==> src/include/smarx_cfg.svh <==
`ifndef SMARX_CFG_SVH
`define SMARX_CFG_SVH
// ==========================================================
// register offsets
`define SMARX_ADDR_STREAM 8'h08
`define SMARX_ADDR_AUX 8'h09
`define SMARX_ADDR_RXCFG1 8'h0a
// ==========================================================
// reset values
`define SMARX_RST_STREAM 8'h00
`define SMARX_RST_AUX 8'h04
`define SMARX_RST_RXCFG1 8'h00
// ==========================================================
// field positions, stream register
`define SMARX_SCF_LSB 5
`define SMARX_SCP_LSB 3
`define SMARX_STX_LSB 0
// field positions, auxiliary register
`define SMARX_NO_CRC_BIT 7
`define SMARX_CRC_FIFO_BIT 6
`define SMARX_MOD_BIT 5
`define SMARX_FD_BIT 4
`define SMARX_OOK_TRI_BIT 3
`define SMARX_TOL_BIT 2
`define SMARX_NFCN_LSB 0
// field positions, receiver configuration one
`define SMARX_CHSEL_BIT 7
`define SMARX_AMD_BIT 6
`define SMARX_FILT_LSB 0
`endif

==> src/include/smarx_pkg.sv <==
package smarx_pkg;
   // ==========================================================
   // enumerations
   typedef enum logic [1:0] {
      SMARX_RST_IDLE = 2'b00,
      SMARX_RST_LOAD = 2'b01
   } smarx_def_state_t;
   typedef enum logic {
      SMARX_MOD_OOK = 1'b0,
      SMARX_MOD_AM = 1'b1
   } smarx_mod_t;
   typedef logic [7:0] smarx_byte_t;
endpackage

==> src/include/smarx_bus_if.sv <==
`timescale 1ns/10ps
// ==========================================================
// register port between top and register cell
interface smarx_bus_if;
   logic wr_en;
   logic load_def;
   logic [7:0] wdata;
   modport ctl (output wr_en, output load_def, output wdata);
   modport reg_side (input wr_en, input load_def, input wdata);
endinterface

==> src/hdl/smarx_regs.sv <==
// The address-and-strobe port is this design's own decision.
`timescale 1ns/10ps
`include "smarx_cfg.svh"
// Summary of operation
// - sub-carrier mode: frequency code 00..11 gives fc/64, fc/32, fc/16, fc/8
// - bpsk mode: code 00..10 gives fc/16, fc/8, fc/4; 11 unused
// - pulse code 00..11 gives 1 (bpsk only), 2, 4, 8 pulses per report
// - tx period code 000..110 gives fc/128 down to fc/2; 111 unused
// - all three registers load defaults at reset and set-default command
// - no-crc bit makes receiver accept frames without crc check
// - crc skipped automatically for reqa, wupa command and anticollision
// - crc-to-fifo bit keeps check but passes crc bytes on
// - modulation bit: 0 ook, 1 am; preset command sets it, write overrides
// - field detector enable activates external field detector
// - ook tristate bit floats rf output driver during ook modulation
// - tolerance bit defaults to one and relaxes decoders
// - two-bit n value for field-on commands
// - channel select: 0 am, 1 pm; one enabled or manual framing choice
// - am demodulator: 0 peak, 1 mixer; very high bit rate forces mixer
module smarx_regs (
   // clock and reset
   input wire logic clk_in,
   input wire logic rst_b_in,
   // register port
   input wire logic [7:0] addr_in,
   input wire logic [7:0] wdata_in,
   input wire logic wr_in,
   input wire logic rd_in,
   output logic [7:0] rdata_out,
   // commands and mode inputs from the framing logic
   input wire logic set_default_in,
   input wire logic analog_preset_in,
   input wire logic preset_mod_am_in,
   input wire logic bpsk_mode_in,
   input wire logic tx_reqa_wupa_in,
   input wire logic anticoll_in,
   input wire logic ook_active_in,
   input wire logic am_en_in,
   input wire logic pm_en_in,
   input wire logic very_high_bit_rate_in,
   input wire logic carrier_tick_in,
   // decoded controls
   output logic [3:0] sub_carrier_log2_out,
   output logic [3:0] pulses_out,
   output logic pulse_cfg_bad_out,
   output logic freq_cfg_bad_out,
   output logic tx_period_bad_out,
   output logic tx_mod_tick_out,
   output logic rx_crc_check_out,
   output logic rx_crc_to_fifo_out,
   output logic modulation_type_sel_out,
   output logic field_detector_enable_out,
   output logic rf_output_driver_oe_b_out,
   output logic rx_tolerant_out,
   output logic [1:0] nfc_n_out,
   output logic rx_channel_select_out,
   output logic am_ch_on_out,
   output logic pm_ch_on_out,
   output logic am_mixer_out,
   output logic [5:0] filter_cfg_out
);
   // ==========================================================
   // bus decode
   wire sel_stream = (addr_in == `SMARX_ADDR_STREAM);
   wire sel_aux = (addr_in == `SMARX_ADDR_AUX);
   wire sel_rx1 = (addr_in == `SMARX_ADDR_RXCFG1);
   logic [7:0] stream_q;
   logic [7:0] aux_q;
   logic [7:0] rx1_q;
   smarx_bus_if bus_stream ();
   smarx_bus_if bus_aux ();
   smarx_bus_if bus_rx1 ();

   // register write strobes, set-default reloads all
   assign bus_stream.wr_en = wr_in & sel_stream;
   assign bus_stream.load_def = set_default_in;
   assign bus_stream.wdata = wdata_in;
   assign bus_rx1.wr_en = wr_in & sel_rx1;
   assign bus_rx1.load_def = set_default_in;
   assign bus_rx1.wdata = wdata_in;
   // aux: preset command updates modulation bit; a same-cycle write overrides
   wire aux_wr = wr_in & sel_aux;
   wire [7:0] aux_preset = {aux_q[7:6], preset_mod_am_in, aux_q[4:0]};
   assign bus_aux.wr_en = aux_wr | analog_preset_in;
   assign bus_aux.load_def = set_default_in;
   assign bus_aux.wdata = aux_wr ? wdata_in : aux_preset;

   smarx_reg8 #(.RESET_VAL(`SMARX_RST_STREAM)) u_stream (
      .clk_in(clk_in),
      .rst_b_in(rst_b_in),
      .bus(bus_stream),
      .val_out(stream_q)
   );
   smarx_reg8 #(.RESET_VAL(`SMARX_RST_AUX)) u_aux (
      .clk_in(clk_in),
      .rst_b_in(rst_b_in),
      .bus(bus_aux),
      .val_out(aux_q)
   );
   smarx_reg8 #(.RESET_VAL(`SMARX_RST_RXCFG1)) u_rx1 (
      .clk_in(clk_in),
      .rst_b_in(rst_b_in),
      .bus(bus_rx1),
      .val_out(rx1_q)
   );

   // ==========================================================
   // field extraction
   wire [1:0] scf = stream_q[`SMARX_SCF_LSB+:2];
   wire [1:0] scp = stream_q[`SMARX_SCP_LSB+:2];
   wire [2:0] stx = stream_q[`SMARX_STX_LSB+:3];

   // sub-carrier period as log2 of fc divisor
   wire [3:0] sc_log2_sub = 4'(6 - scf);
   wire [3:0] sc_log2_bpsk = 4'(4 - scf);
   wire [3:0] sc_log2_d = bpsk_mode_in ? sc_log2_bpsk : sc_log2_sub;
   wire freq_bad_d = bpsk_mode_in & (scf == 2'b11);
   // pulses per report: 1,2,4,8; single pulse only legal for bpsk
   wire [3:0] pulses_d = 4'(1 << scp);
   wire pulse_bad_d = ~bpsk_mode_in & (scp == 2'b00);
   // tx modulator period log2 is 7 - code
   wire [2:0] stx_log2 = 3'(7 - stx);
   wire stx_bad_d = (stx == 3'b111);
   wire tx_pulse;

   // unused code gives no tick rather than a bogus period
   smarx_div #(.WIDTH(8)) u_txdiv (
      .clk_in(clk_in),
      .rst_b_in(rst_b_in),
      .tick_in(carrier_tick_in & ~stx_bad_d),
      .log2_in(stx_log2),
      .pulse_out(tx_pulse)
   );

   // crc handling: skip on bit, reqa/wupa or anticollision
   wire crc_check_d = ~aux_q[`SMARX_NO_CRC_BIT] & ~tx_reqa_wupa_in & ~anticoll_in;
   wire crc_fifo_d = aux_q[`SMARX_CRC_FIFO_BIT] & crc_check_d;
   // rf driver floats only while ook modulation active
   wire tri_d = aux_q[`SMARX_OOK_TRI_BIT] & ook_active_in &
                (aux_q[`SMARX_MOD_BIT] == smarx_pkg::SMARX_MOD_OOK);
   // channel enables: single enabled channel chosen by select bit
   wire one_ch = am_en_in ^ pm_en_in;
   wire both_ch = am_en_in & pm_en_in;
   wire chsel = rx1_q[`SMARX_CHSEL_BIT];
   wire am_on_d = (am_en_in | pm_en_in) & (both_ch | (one_ch & ~chsel));
   wire pm_on_d = (am_en_in | pm_en_in) & (both_ch | (one_ch & chsel));
   // very high bit rate forces the mixer
   wire mixer_d = rx1_q[`SMARX_AMD_BIT] | very_high_bit_rate_in;

   // read mux, unmapped reads zero
   wire [7:0] rd_mux = sel_stream ? stream_q :
                       sel_aux ? aux_q :
                       sel_rx1 ? rx1_q : 8'h00;

   // ==========================================================
   // registered outputs; one cycle later than field changes
   always_ff @(posedge clk_in or negedge rst_b_in) begin
      if (!rst_b_in) begin
         rdata_out <= 8'h00;
         sub_carrier_log2_out <= 4'h6;
         pulses_out <= 4'h1;
         pulse_cfg_bad_out <= 1'b0;
         freq_cfg_bad_out <= 1'b0;
         tx_period_bad_out <= 1'b0;
         tx_mod_tick_out <= 1'b0;
      end else begin
         rdata_out <= rd_in ? rd_mux : 8'h00;
         sub_carrier_log2_out <= sc_log2_d;
         pulses_out <= pulses_d;
         pulse_cfg_bad_out <= pulse_bad_d;
         freq_cfg_bad_out <= freq_bad_d;
         tx_period_bad_out <= stx_bad_d;
         tx_mod_tick_out <= tx_pulse;
      end
   end

   // auxiliary controls
   always_ff @(posedge clk_in or negedge rst_b_in) begin
      if (!rst_b_in) begin
         rx_crc_check_out <= 1'b1;
         rx_crc_to_fifo_out <= 1'b0;
         modulation_type_sel_out <= 1'b0;
         field_detector_enable_out <= 1'b0;
         rf_output_driver_oe_b_out <= 1'b0;
         rx_tolerant_out <= 1'b1;
         nfc_n_out <= 2'b00;
      end else begin
         rx_crc_check_out <= crc_check_d;
         rx_crc_to_fifo_out <= crc_fifo_d;
         modulation_type_sel_out <= aux_q[`SMARX_MOD_BIT];
         field_detector_enable_out <= aux_q[`SMARX_FD_BIT];
         rf_output_driver_oe_b_out <= tri_d;
         rx_tolerant_out <= aux_q[`SMARX_TOL_BIT];
         nfc_n_out <= aux_q[`SMARX_NFCN_LSB+:2];
      end
   end

   // receiver controls
   always_ff @(posedge clk_in or negedge rst_b_in) begin
      if (!rst_b_in) begin
         rx_channel_select_out <= 1'b0;
         am_ch_on_out <= 1'b0;
         pm_ch_on_out <= 1'b0;
         am_mixer_out <= 1'b0;
         filter_cfg_out <= 6'h00;
      end else begin
         rx_channel_select_out <= chsel;
         am_ch_on_out <= am_on_d;
         pm_ch_on_out <= pm_on_d;
         am_mixer_out <= mixer_d;
         filter_cfg_out <= rx1_q[`SMARX_FILT_LSB+:6];
      end
   end
endmodule // smarx_regs

==> src/hdl/smarx_reg8.sv <==
`timescale 1ns/10ps
// ==========================================================
// one 8-bit register with write and set-default load
module smarx_reg8 #(
   parameter logic [7:0] RESET_VAL = 8'h00
) (
   // clock and reset
   input wire logic clk_in,
   input wire logic rst_b_in,
   // control
   smarx_bus_if.reg_side bus,
   // value
   output logic [7:0] val_out
);
   // default load beats a write in the same cycle
   always_ff @(posedge clk_in or negedge rst_b_in) begin
      if (!rst_b_in) begin
         val_out <= RESET_VAL;
      end else if (bus.load_def) begin
         val_out <= RESET_VAL;
      end else if (bus.wr_en) begin
         val_out <= bus.wdata;
      end
   end
endmodule // smarx_reg8

==> src/hdl/smarx_div.sv <==
`timescale 1ns/10ps
// ==========================================================
// power-of-two divider of a carrier-rate enable
module smarx_div #(
   parameter int WIDTH = 8
) (
   // clock and reset
   input wire logic clk_in,
   input wire logic rst_b_in,
   // rate
   input wire logic tick_in,
   input wire logic [2:0] log2_in,
   // pulse
   output logic pulse_out
);
   logic [WIDTH-1:0] cnt_q;
   wire [WIDTH-1:0] mask = WIDTH'((1 << log2_in) - 1);
   wire wrap = ((cnt_q & mask) == mask);
   // counter wraps at the selected period
   always_ff @(posedge clk_in or negedge rst_b_in) begin
      if (!rst_b_in) begin
         cnt_q <= '0;
         pulse_out <= 1'b0;
      end else begin
         pulse_out <= tick_in & wrap;
         if (tick_in) begin
            cnt_q <= wrap ? '0 : WIDTH'(cnt_q + 1'b1);
         end
      end
   end
endmodule // smarx_div

==> config.mk <==
export PLATFORM = sky130hd
export DESIGN_NAME = smarx_regs
export DESIGN_NICKNAME = d
export VERILOG_FILES = /design/src/include/smarx_pkg.sv /design/src/include/smarx_bus_if.sv /design/src/hdl/smarx_regs.sv /design/src/hdl/smarx_reg8.sv /design/src/hdl/smarx_div.sv
export VERILOG_INCLUDE_DIRS = /design/src /design/src/include
export SDC_FILE = /design/constraint.sdc
export NUM_CORES = 1
export LEC_CHECK = 0
export BUFFER_PORTS_ARGS = -buffer_cell sky130_fd_sc_hd__buf_2
export CAP_MARGIN = 40
export CORE_ASPECT_RATIO = 0.6
export CORE_MARGIN = 2
export CORE_UTILIZATION = 52
export DETAILED_ROUTE_END_ITERATION = 6
export GPL_ROUTABILITY_DRIVEN = 0
export PLACE_DENSITY = 0.85
export SLEW_MARGIN = 10
export SYNTH_ARGS = -nofsm -noshare
export SYNTH_HDL_FRONTEND = slang
export SYNTH_SLANG_ARGS = --single-unit
==> constraint.sdc <==
create_clock -name clk_in -period 1.7 [get_ports clk_in]
set_input_delay 0.255 -clock clk_in [delete_from_list [all_inputs] [get_ports clk_in]]
set_output_delay 0.255 -clock clk_in [all_outputs]
set_load 0.01 [all_outputs]
==> results of run 1 <==
## through the flow
stage               util, %  hold slack [ns]  TNS, ns  cells
floorplan                 -          -0.0406        0    250
global placement       62.7            0.181        0    379
detailed placement     62.7            0.181   -0.157    379
CTS                    66.2           0.0185        0    396
global route           66.2           0.0308        0    396
finish                 66.2           0.0355        0    396
## worst max-delay path, stage by stage, from the launching register on
cell and delay, ns:
dfrtp_1 0.47, o211ai_1 0.20, o21ai_0 0.15, a2111oi_1 0.47
a221o_1 0.17
## state kept, by name, indices dropped and copies added, names as in the netlist, 2 cells and up
name / cells
rdata_out: 8
u_aux.val_out: 8
u_txdiv.cnt_q: 7
u_rx1.val_out: 8
filter_cfg_out: 6
pulses_out: 4
u_stream.val_out: 8
sub_carrier_log2_out: 3
nfc_n_out: 2
## metal layers
layer / vias up / share of wire [%] / wire length (um) / global-route usage [%]
met1: 1028 / 48 / 2890 / 30.8
met5: - / 0 / 0 / 0
met4: 0 / 0.98 / 59 / 6.26
met3: 7 / 8.8 / 532 / 8.40
li1: 990 / - / - / -
met2: 85 / 43 / 2570 / 32.2
## cell usage in the layout, fill, tap and decap left out, types with 2 or more instances in the layout
cell type	netlist	layout
dfstp_2	6	6
dfrtp_1	63	63
a21oi_1	24	24
nand2_1	9	9
mux2i_1	23	23
buf_4	1	3
clkinv_2	0	4
nand3_1	5	5
a211oi_1	2	2
nor3_1	10	10
a31oi_1	2	2
inv_1	16	16
ha_1	3	3
clkbuf_8	2	10
nand4_2	2	2
nor2b_1	6	6
nor2_1	42	42
o21ai_0	5	5
buf_2	1	67
and2_1	8	8
and3_1	3	3
## timing repair
| item | CTS | global route |
|---|---|---|
| hold buffers | 1 | 0 |
| gates resized for setup | 0 | 1 |
| endpoints found under the setup margin | 0 | 1 |
| endpoints found under the hold margin | 13 | 0 |
## kinds of logic after synthesis
family / after synthesis
adders and majority gates: 4
buffers and inverters: 24
xor gates and xnor gates: 1
AOI/OAI and AO/OA: 39
DFF: 69
and+or+nand+nor: 89
other: 1
muxes: 23
## where the power goes
part           leakage, nW  switching (mW)  internal, mW
Sequential           0.917           0.113          1.73
Combinational        0.905           0.239         0.200
Clock               0.0889           0.588         0.558
## area by class of cell
cell class	count	area, sq um	share of cell area (%)
multi-input combinational	157	981	28.7
clock buffer	11	141	4.14
sequential	69	1730	50.8
tap	66	82.6	2.42
clock inverter	5	27.5	0.806
inverter	16	60.1	1.76
timing repair buffer	72	388	11.4
## worst paths after layout
path | startpoint | end | slack [ns]
max | u_txdiv.cnt_q[2]$_DFFE_PN0P_ | u_txdiv.cnt_q[2]$_DFFE_PN0P_ | 0.18
min | anticoll_in | rx_crc_check_out$_DFF_PN1_ | 0.04
max reg2reg | u_txdiv.cnt_q[2]$_DFFE_PN0P_ | u_txdiv.cnt_q[2]$_DFFE_PN0P_ | 0.18
min reg2reg | u_txdiv.pulse_out$_DFF_PN0_ | tx_mod_tick_out$_DFF_PN0_ | 0.35
max in group asynchronous | rst_b_in | pulses_out[0]$_DFF_PN1_ | 0.74
min in group asynchronous | rst_b_in | am_mixer_out$_DFF_PN0_ | 0.34
==> impl_metrics.json, run 1 <==
{
  "outcome": "finished clean",
  "crit_type": "flop to flop",
  "die_y_um": 61.1,
  "wl_um": 6050,
  "ys_top_cells_by_area": "dfrtp_1 (56%), mux2i_1 (8.1%), dfstp_2 (5.6%)",
  "synthSimpleGateAreaFrac_pct": 16.1,
  "dr_total_vias": 2110,
  "cts_tree": "built",
  "cts_root_buf": "clkbuf_8",
  "worst_slack_ns": 0.182,
  "ant_nets": 0,
  "area_growth_pct": 20.7,
  "clk_pin_slew_ns": 0.07,
  "postCtsSetupRepairBufs": 0,
  "rsz0062_at_grt": "no",
  "dieArea_sq_mm": 0.00607,
  "grt_pass1_vias": 2003,
  "antenna_found_initial": 0,
  "clockBufferDepth": 2,
  "clock_latency_ns": 0.35,
  "max_freq_mhz": 659,
  "p_leak_nw": 1.91,
  "syn_nets": 285,
  "whs_path_depth": 2,
  "cp-end-kind": "flop",
  "synth_edf_count": 0,
  "place_hpwl_um": 4220,
  "synth_seq_cells": 69,
  "first_iter_violations": 104,
  "pre_cts_ws_ns": -0.0322,
  "synth_xor_area_share_pct": 0.310,
  "synth_cell_types": 34,
  "total_power_mw": 3.42,
  "worst-path-max-fanout": 8,
  "track_usage_pct": 21.8,
  "fin_nets": 360,
  "hold_path_class": "primary input to flop",
  "syn-cell-area_sq_mm": 0.00283,
  "dieWidth_um": 99.2,
  "ys_seq_area_share_pct": 61.3,
  "rr_worst_depth": 4,
  "routedWlPerCell_um": 15.3,
  "setup_violations": 0,
  "nFillCells": 419,
  "postSynth.asyncResetShare_pct": 100,
  "post-route-period-util_pct": 89.3,
  "num_rows": 20,
  "boundaryPins": 69,
  "synth_top_area_share_pct": 55.7,
  "cts.sinks": 69,
  "diodes": 0,
  "start_kind": "flop",
  "overflow": 0,
  "synth.most_common_cell": "dfrtp_1",
  "fin_area_sq_mm": 0.00341,
  "vias_per_cell": 5.33,
  "synth_mux_area_share_pct": 8.14,
  "finClkSkew_ns": 0.0101,
  "grt_max_degree": 39,
  "synth_flop_cell": "dfrtp_1",
  "period_needed_ns": 1.52,
  "maxCapViolCount": 0,
  "cts_made_buffers": 9,
  "initial_core_util_pct": 54.9,
  "synthTopCellsByCount": "dfrtp_1 (63), nor2_1 (42), a21oi_1 (24)",
  "syn_avg_cell_area_sq_um": 11.3,
  "cp_data_arrival_time_ns": 1.80,
  "ir_drop_mv": 0.606,
  "grt_pass1_wl_um": 9860,
  "io_buffers": 67,
  "first_pass_iters": 4,
  "cts_max_level": 3,
  "drive_above_1_share_pct": 29.4,
  "placed_area_sq_mm": 0.00323,
  "slew_violations": 0,
  "synth_top_area_cell": "dfrtp_1",
  "synthAdderAreaFrac_pct": 2.03,
  "power_per_cell_area_mw_per_mm2": 1000,
  "synthesis.instances": 250,
  "coreArea_sq_mm": 0.00515,
  "synth_top_family_by_area": "simple AND/OR/NAND/NOR gates",
  "drc_errors": 0,
  "finalHoldViolCount": 0,
  "synth_compound_area_share_pct": 7.92,
  "cp.required_ns": 1.98,
  "yosys_warnings": 0
}
No activity file was read; power rests on OpenSTA's default activity.
==> inputs of run 2 (changes only) <==
--- a/config.mk
+++ b/config.mk
@@ -12,6 +12,6 @@
 export CORE_MARGIN = 2
-export CORE_UTILIZATION = 52
+export CORE_UTILIZATION = 25
 export DETAILED_ROUTE_END_ITERATION = 6
 export GPL_ROUTABILITY_DRIVEN = 0
-export PLACE_DENSITY = 0.85
+export PLACE_DENSITY = 0.5
 export SLEW_MARGIN = 10
==> constraint.sdc (replaced) <==
create_clock -name clk_in -period 1.7 [get_ports clk_in]
set_input_delay 0.17 -clock clk_in [delete_from_list [all_inputs] [get_ports clk_in]]
set_output_delay 0.17 -clock clk_in [all_outputs]
set_load 0.01 [all_outputs]
==> impl_metrics.json, run 2 (same netlist as run 1, synthesis figures left out) <==
{
  "fin_nets": 363,
  "wl_um": 6670,
  "ir_drop_mv": 0.435,
  "setup_tns_ns": 0,
  "start_kind": "flop",
  "maxCapViolCount": 0,
  "hold_ws_ns": 0.0282,
  "seqCellArea_sq_mm": 0.00173,
  "placed_area_sq_mm": 0.00335,
  "boundaryPins": 69,
  "vias_per_cell": 4.23,
  "ant_nets": 0,
  "drive_above_1_share_pct": 28.5,
  "finClkSkew_ns": 0.00391,
  "layout_commonest_cell": "buf_2",
  "tightestPinTransition_ns": 0.502,
  "cts_root_buf": "clkbuf_16",
  "cts.sinks": 69,
  "area_growth_pct": 30.1,
  "max_freq_mhz": 686,
  "outcome": "finished clean",
  "coreArea_sq_mm": 0.0111,
  "slew_violations": 0,
  "routedWlPerCell_um": 14.0,
  "grt_pass1_wl_um": 10500,
  "dr_total_vias": 2020,
  "place_hpwl_um": 4690,
  "power_per_cell_area_mw_per_mm2": 1120,
  "setup_violations": 0,
  "grt_max_degree": 70,
  "dp.cells": 458,
  "worst-path-max-fanout": 8,
  "cts_max_level": 3,
  "overflow": 0,
  "cts_tree": "built",
  "die_y_um": 86.4,
  "grt_pass1_vias": 1945,
  "first_iter_violations": 89,
  "hold_path_class": "primary input to flop",
  "antenna_found_initial": 0,
  "p_leak_nw": 1.99,
  "clk_pin_slew_ns": 0.05,
  "rsz0062_at_grt": "no",
  "maxSlewHeadroom_pct": 66.5,
  "first_pass_iters": 4,
  "period_needed_ns": 1.46,
  "post-route-period-util_pct": 85.8,
  "clock_latency_ns": 0.33,
  "crit_type": "flop to flop",
  "cp_data_arrival_time_ns": 1.73,
  "multi_input_area_sq_um": 980,
  "fin_cells": 477,
  "finalHoldViolCount": 0,
  "nFillCells": 1147,
  "dieArea_sq_mm": 0.0122,
  "track_usage_pct": 11.7,
  "num_rows": 30,
  "drc_errors": 0,
  "io_buffers": 67,
  "diodes": 0,
  "initial_core_util_pct": 25.4,
  "clockBufferDepth": 2,
  "cp.required_ns": 1.97,
  "dieWidth_um": 141,
  "cp-end-kind": "flop",
  "layout_common_cells": "buf_2 (67), dfrtp_1 (63), nor2_1 (42)",
  "cts_made_buffers": 9,
  "fin_area_sq_mm": 0.00368
}
-- run 2: cell types whose count changed in the layout (fill, tap and decap cells not counted), moves of 2 or more --
cell | before | now
dlygate4sd3_1 | 1 | 3
clkinv_2 | 4 | 0
clkbuf_8 | 10 | 2
clkbuf_1 | 1 | 4
clkbuf_16 | 0 | 9
-- run 2: power by group --
group          switching [mW]  internal [mW]  leakage [nW]
logic                   0.232          0.202         0.926
clock network           0.633           1.22         0.144
registers               0.113           1.73         0.917
total                   0.978           3.15          1.99
-- run 2: worst paths after layout --
check	start	to	slack (ns)	depth (start not counted)
worst max-delay path	u_txdiv.cnt_q[2]$_DFFE_PN0P_	u_txdiv.cnt_q[2]$_DFFE_PN0P_	0.24	4
worst min-delay path	very_high_bit_rate_in	am_mixer_out$_DFF_PN0_	0.03	2
worst max register to register	u_txdiv.cnt_q[2]$_DFFE_PN0P_	u_txdiv.cnt_q[2]$_DFFE_PN0P_	0.24	4
worst min register to register	u_txdiv.pulse_out$_DFF_PN0_	tx_mod_tick_out$_DFF_PN0_	0.35	0
max in group asynchronous	rst_b_in	u_aux.val_out[2]$_DFFE_PN1P_	0.96	3
min in group asynchronous	rst_b_in	filter_cfg_out[5]$_DFF_PN0_	0.39	3
-- run 2: layer usage --
metal / up-vias / GRT usage [%] / routed length, um
met3: 7 / 5.58 / 438
met1: 950 / 17.0 / 3590
met5: - / 0 / 0
met2: 60 / 15.4 / 2580
li1: 1003 / - / -
met4: 0 / 2.73 / 62
-- run 2: what timing repair did --
item,4_1_cts,5_1_grt
hold endpoints to repair,64,0
hold buffers,3,0
resized for setup,0,0
setup buffers,0,0
-- run 2: metrics by stage --
stage,utilization [%],total power [mW],setup slack (ns)
6_report,33.0,4.13,0.241
4_1_cts,33.0,4.19,0.262
3_3_place_gp,30.1,2.29,0.128
3_5_place_dp,30.1,2.30,0.104
5_1_grt,33.0,4.33,0.0620
2_1_floorplan,-,2.13,0.367
-- run 2: critical path, cell delays in order, from the launching register on --
cell and delay [ns]:
dfrtp_1 0.46, o211ai_1 0.19, o21ai_0 0.14, a2111oi_0 0.43, a221o_1 0.16
-- run 2: cell type report --
type                            instances  area share, %
Clock buffer                           15           7.28
Sequential cell                        69           47.1
Inverter                               16           1.63
Multi-Input combinational cell        157           26.6
Tap cell                              144           4.90
Clock inverter                          1          0.816
Timing Repair Buffer                   75           11.6
==> inputs of run 3 (changes only) <==
CORE_UTILIZATION = 52   (was 25)
PLACE_DENSITY = 0.85   (was 0.5)
==> impl_metrics.json, run 3 (same netlist as run 1, synthesis figures left out) <==
{
  "multi_input_area_sq_um": 980,
  "dr_total_vias": 2107,
  "outcome": "finished clean",
  "setup_violations": 0,
  "crit_chain": "o211ai_1, o21ai_0, a2111oi_0, a221o_1",
  "seqCellArea_sq_mm": 0.00173,
  "cp.depth": 4,
  "r2r-start": "u_txdiv.cnt_q[2]$_DFFE_PN0P_",
  "path_buf_inv": 0,
  "dieArea_sq_mm": 0.00607,
  "hold_path_class": "primary input to flop",
  "finClkSkew_ns": 0.00593,
  "clock_latency_ns": 0.34,
  "routedWlPerCell_um": 14.9,
  "cp_data_arrival_time_ns": 1.75,
  "overflow": 0,
  "postCtsResizedCells": 0,
  "cts_made_buffers": 9,
  "rsz0062_at_grt": "no",
  "maxCapViolCount": 0,
  "period_needed_ns": 1.47,
  "max_freq_mhz": 682,
  "initial_core_util_pct": 54.9,
  "endpoint": "u_txdiv.cnt_q[2]$_DFFE_PN0P_",
  "cts_tree": "built",
  "slowest_stage": "dfrtp_1",
  "grt_pass1_wl_um": 9940,
  "seqPwrFrac_pct": 50.5,
  "cp-end-kind": "flop",
  "die_y_um": 61.1,
  "rr_worst_depth": 4,
  "grt_max_degree": 70,
  "power.switching_mw": 0.954,
  "crit_type": "flop to flop",
  "worst-path-max-fanout": 8,
  "fin_nets": 364,
  "cts_root_buf": "clkbuf_8",
  "layout_common_cells": "buf_2 (67), dfrtp_1 (63), nor2_1 (42)",
  "first_iter_violations": 130,
  "drive_above_1_share_pct": 29.6,
  "grt_pass1_vias": 2052,
  "dieWidth_um": 99.2,
  "nFillCells": 392,
  "final_util_pct": 67.7,
  "dp.cells": 380,
  "track_usage_pct": 22.2,
  "placed_area_sq_mm": 0.00324,
  "p_leak_nw": 1.94,
  "drc_errors": 0,
  "boundaryPins": 69,
  "vias_per_cell": 5.27,
  "cp_slowest_stage_delay_ns": 0.47,
  "place_hpwl_um": 4170,
  "p_comb_share_pct": 11.9,
  "cts.sinks": 69,
  "finalHoldViolCount": 0,
  "ant_nets": 0,
  "wl_um": 5950,
  "first_pass_iters": 4,
  "r2r_slack_ns": 0.23,
  "start_kind": "flop",
  "fin_cells": 400,
  "diodes": 0,
  "power_per_cell_area_mw_per_mm2": 1040,
  "post-route-period-util_pct": 86.2,
  "setup_tns_ns": 0,
  "coreArea_sq_mm": 0.00515,
  "cp_top_family": "compound AO/OA/AOI/OAI gates",
  "cp-startpoint": "u_txdiv.cnt_q[2]$_DFFE_PN0P_",
  "antenna_found_initial": 0,
  "slew_violations": 0,
  "fin_area_sq_mm": 0.00349,
  "layout_commonest_cell": "buf_2",
  "p_int_mw": 2.68,
  "cp.required_ns": 1.98,
  "area_growth_pct": 23.4,
  "switching_share_pct": 26.2,
  "p_clk_share_pct": 37.5,
  "clk_pin_slew_ns": 0.07,
  "io_buffers": 67,
  "clockBufferDepth": 2,
  "regToRegEndpoint": "u_txdiv.cnt_q[2]$_DFFE_PN0P_",
  "cts_max_level": 3,
  "ir_drop_mv": 0.777,
  "num_rows": 20
}
run 3: changes by cell type in the layout (fill, tap and decap cells not counted), sizes merged:
cell	change
clkinvlp	+2
clkinv	+2
dlygate4sd3	+1
clkbuf	-4
run 3: cell type report:
cell class | instances | area share (%)
clock inverters | 5 | 1.68
repair buffers | 76 | 12.2
multi-input cells | 157 | 28.1
well taps | 66 | 2.36
inverters | 16 | 1.72
clock buffers | 11 | 4.34
flip-flops and latches | 69 | 49.7
run 3: routing by layer:
layer  part of all wire (%)  up-vias  track usage [%]
li1                       -     1004                -
met3                    7.3       17             8.06
met2                     44       78             33.2
met4                    2.1        0             9.78
met5                      0        -                0
met1                     47     1008             29.8
run 3: what timing repair did:
| item | in CTS | in global routing |
|---|---|---|
| hold endpoints to repair | 65 | 0 |
| setup buffers | 0 | 0 |
| hold buffers | 4 | 0 |
run 3: worst min path at each step:
stage                  from                                end  slack [ns]  cells past startpoint
2_1_floorplan      rst_b_in             am_ch_on_out$_DFF_PN0_       -0.13                      0
3_3_place_gp       rst_b_in             am_mixer_out$_DFF_PN0_        0.21                      2
3_5_place_dp       rst_b_in  modulation_type_sel_out$_DFF_PN0_        0.21                      2
4_1_cts        bpsk_mode_in        pulse_cfg_bad_out$_DFF_PN0_        0.02                      2
5_1_grt        bpsk_mode_in        pulse_cfg_bad_out$_DFF_PN0_        0.04                      2
6_report       bpsk_mode_in        pulse_cfg_bad_out$_DFF_PN0_        0.04                      2
run 3: power groups by stage:
stage	clock network, mW	registers (mW)	logic, mW
after global placement	0	1.86	0.411
after detailed placement	0	1.86	0.429
after CTS	1.39	1.83	0.437
final	1.37	1.84	0.434
after global routing	1.46	1.85	0.502
after floorplan	0	1.83	0.305
run 3: per-stage QoR:
stage	hold slack [ns]	total power, mW	setup WS, ns
after detailed placement	0.212	2.29	0.161
after global routing	0.0425	3.81	0.0332
after global placement	0.211	2.27	0.281
after floorplan	-0.126	2.13	0.367
final	0.0376	3.64	0.234
after CTS	0.0154	3.66	0.268
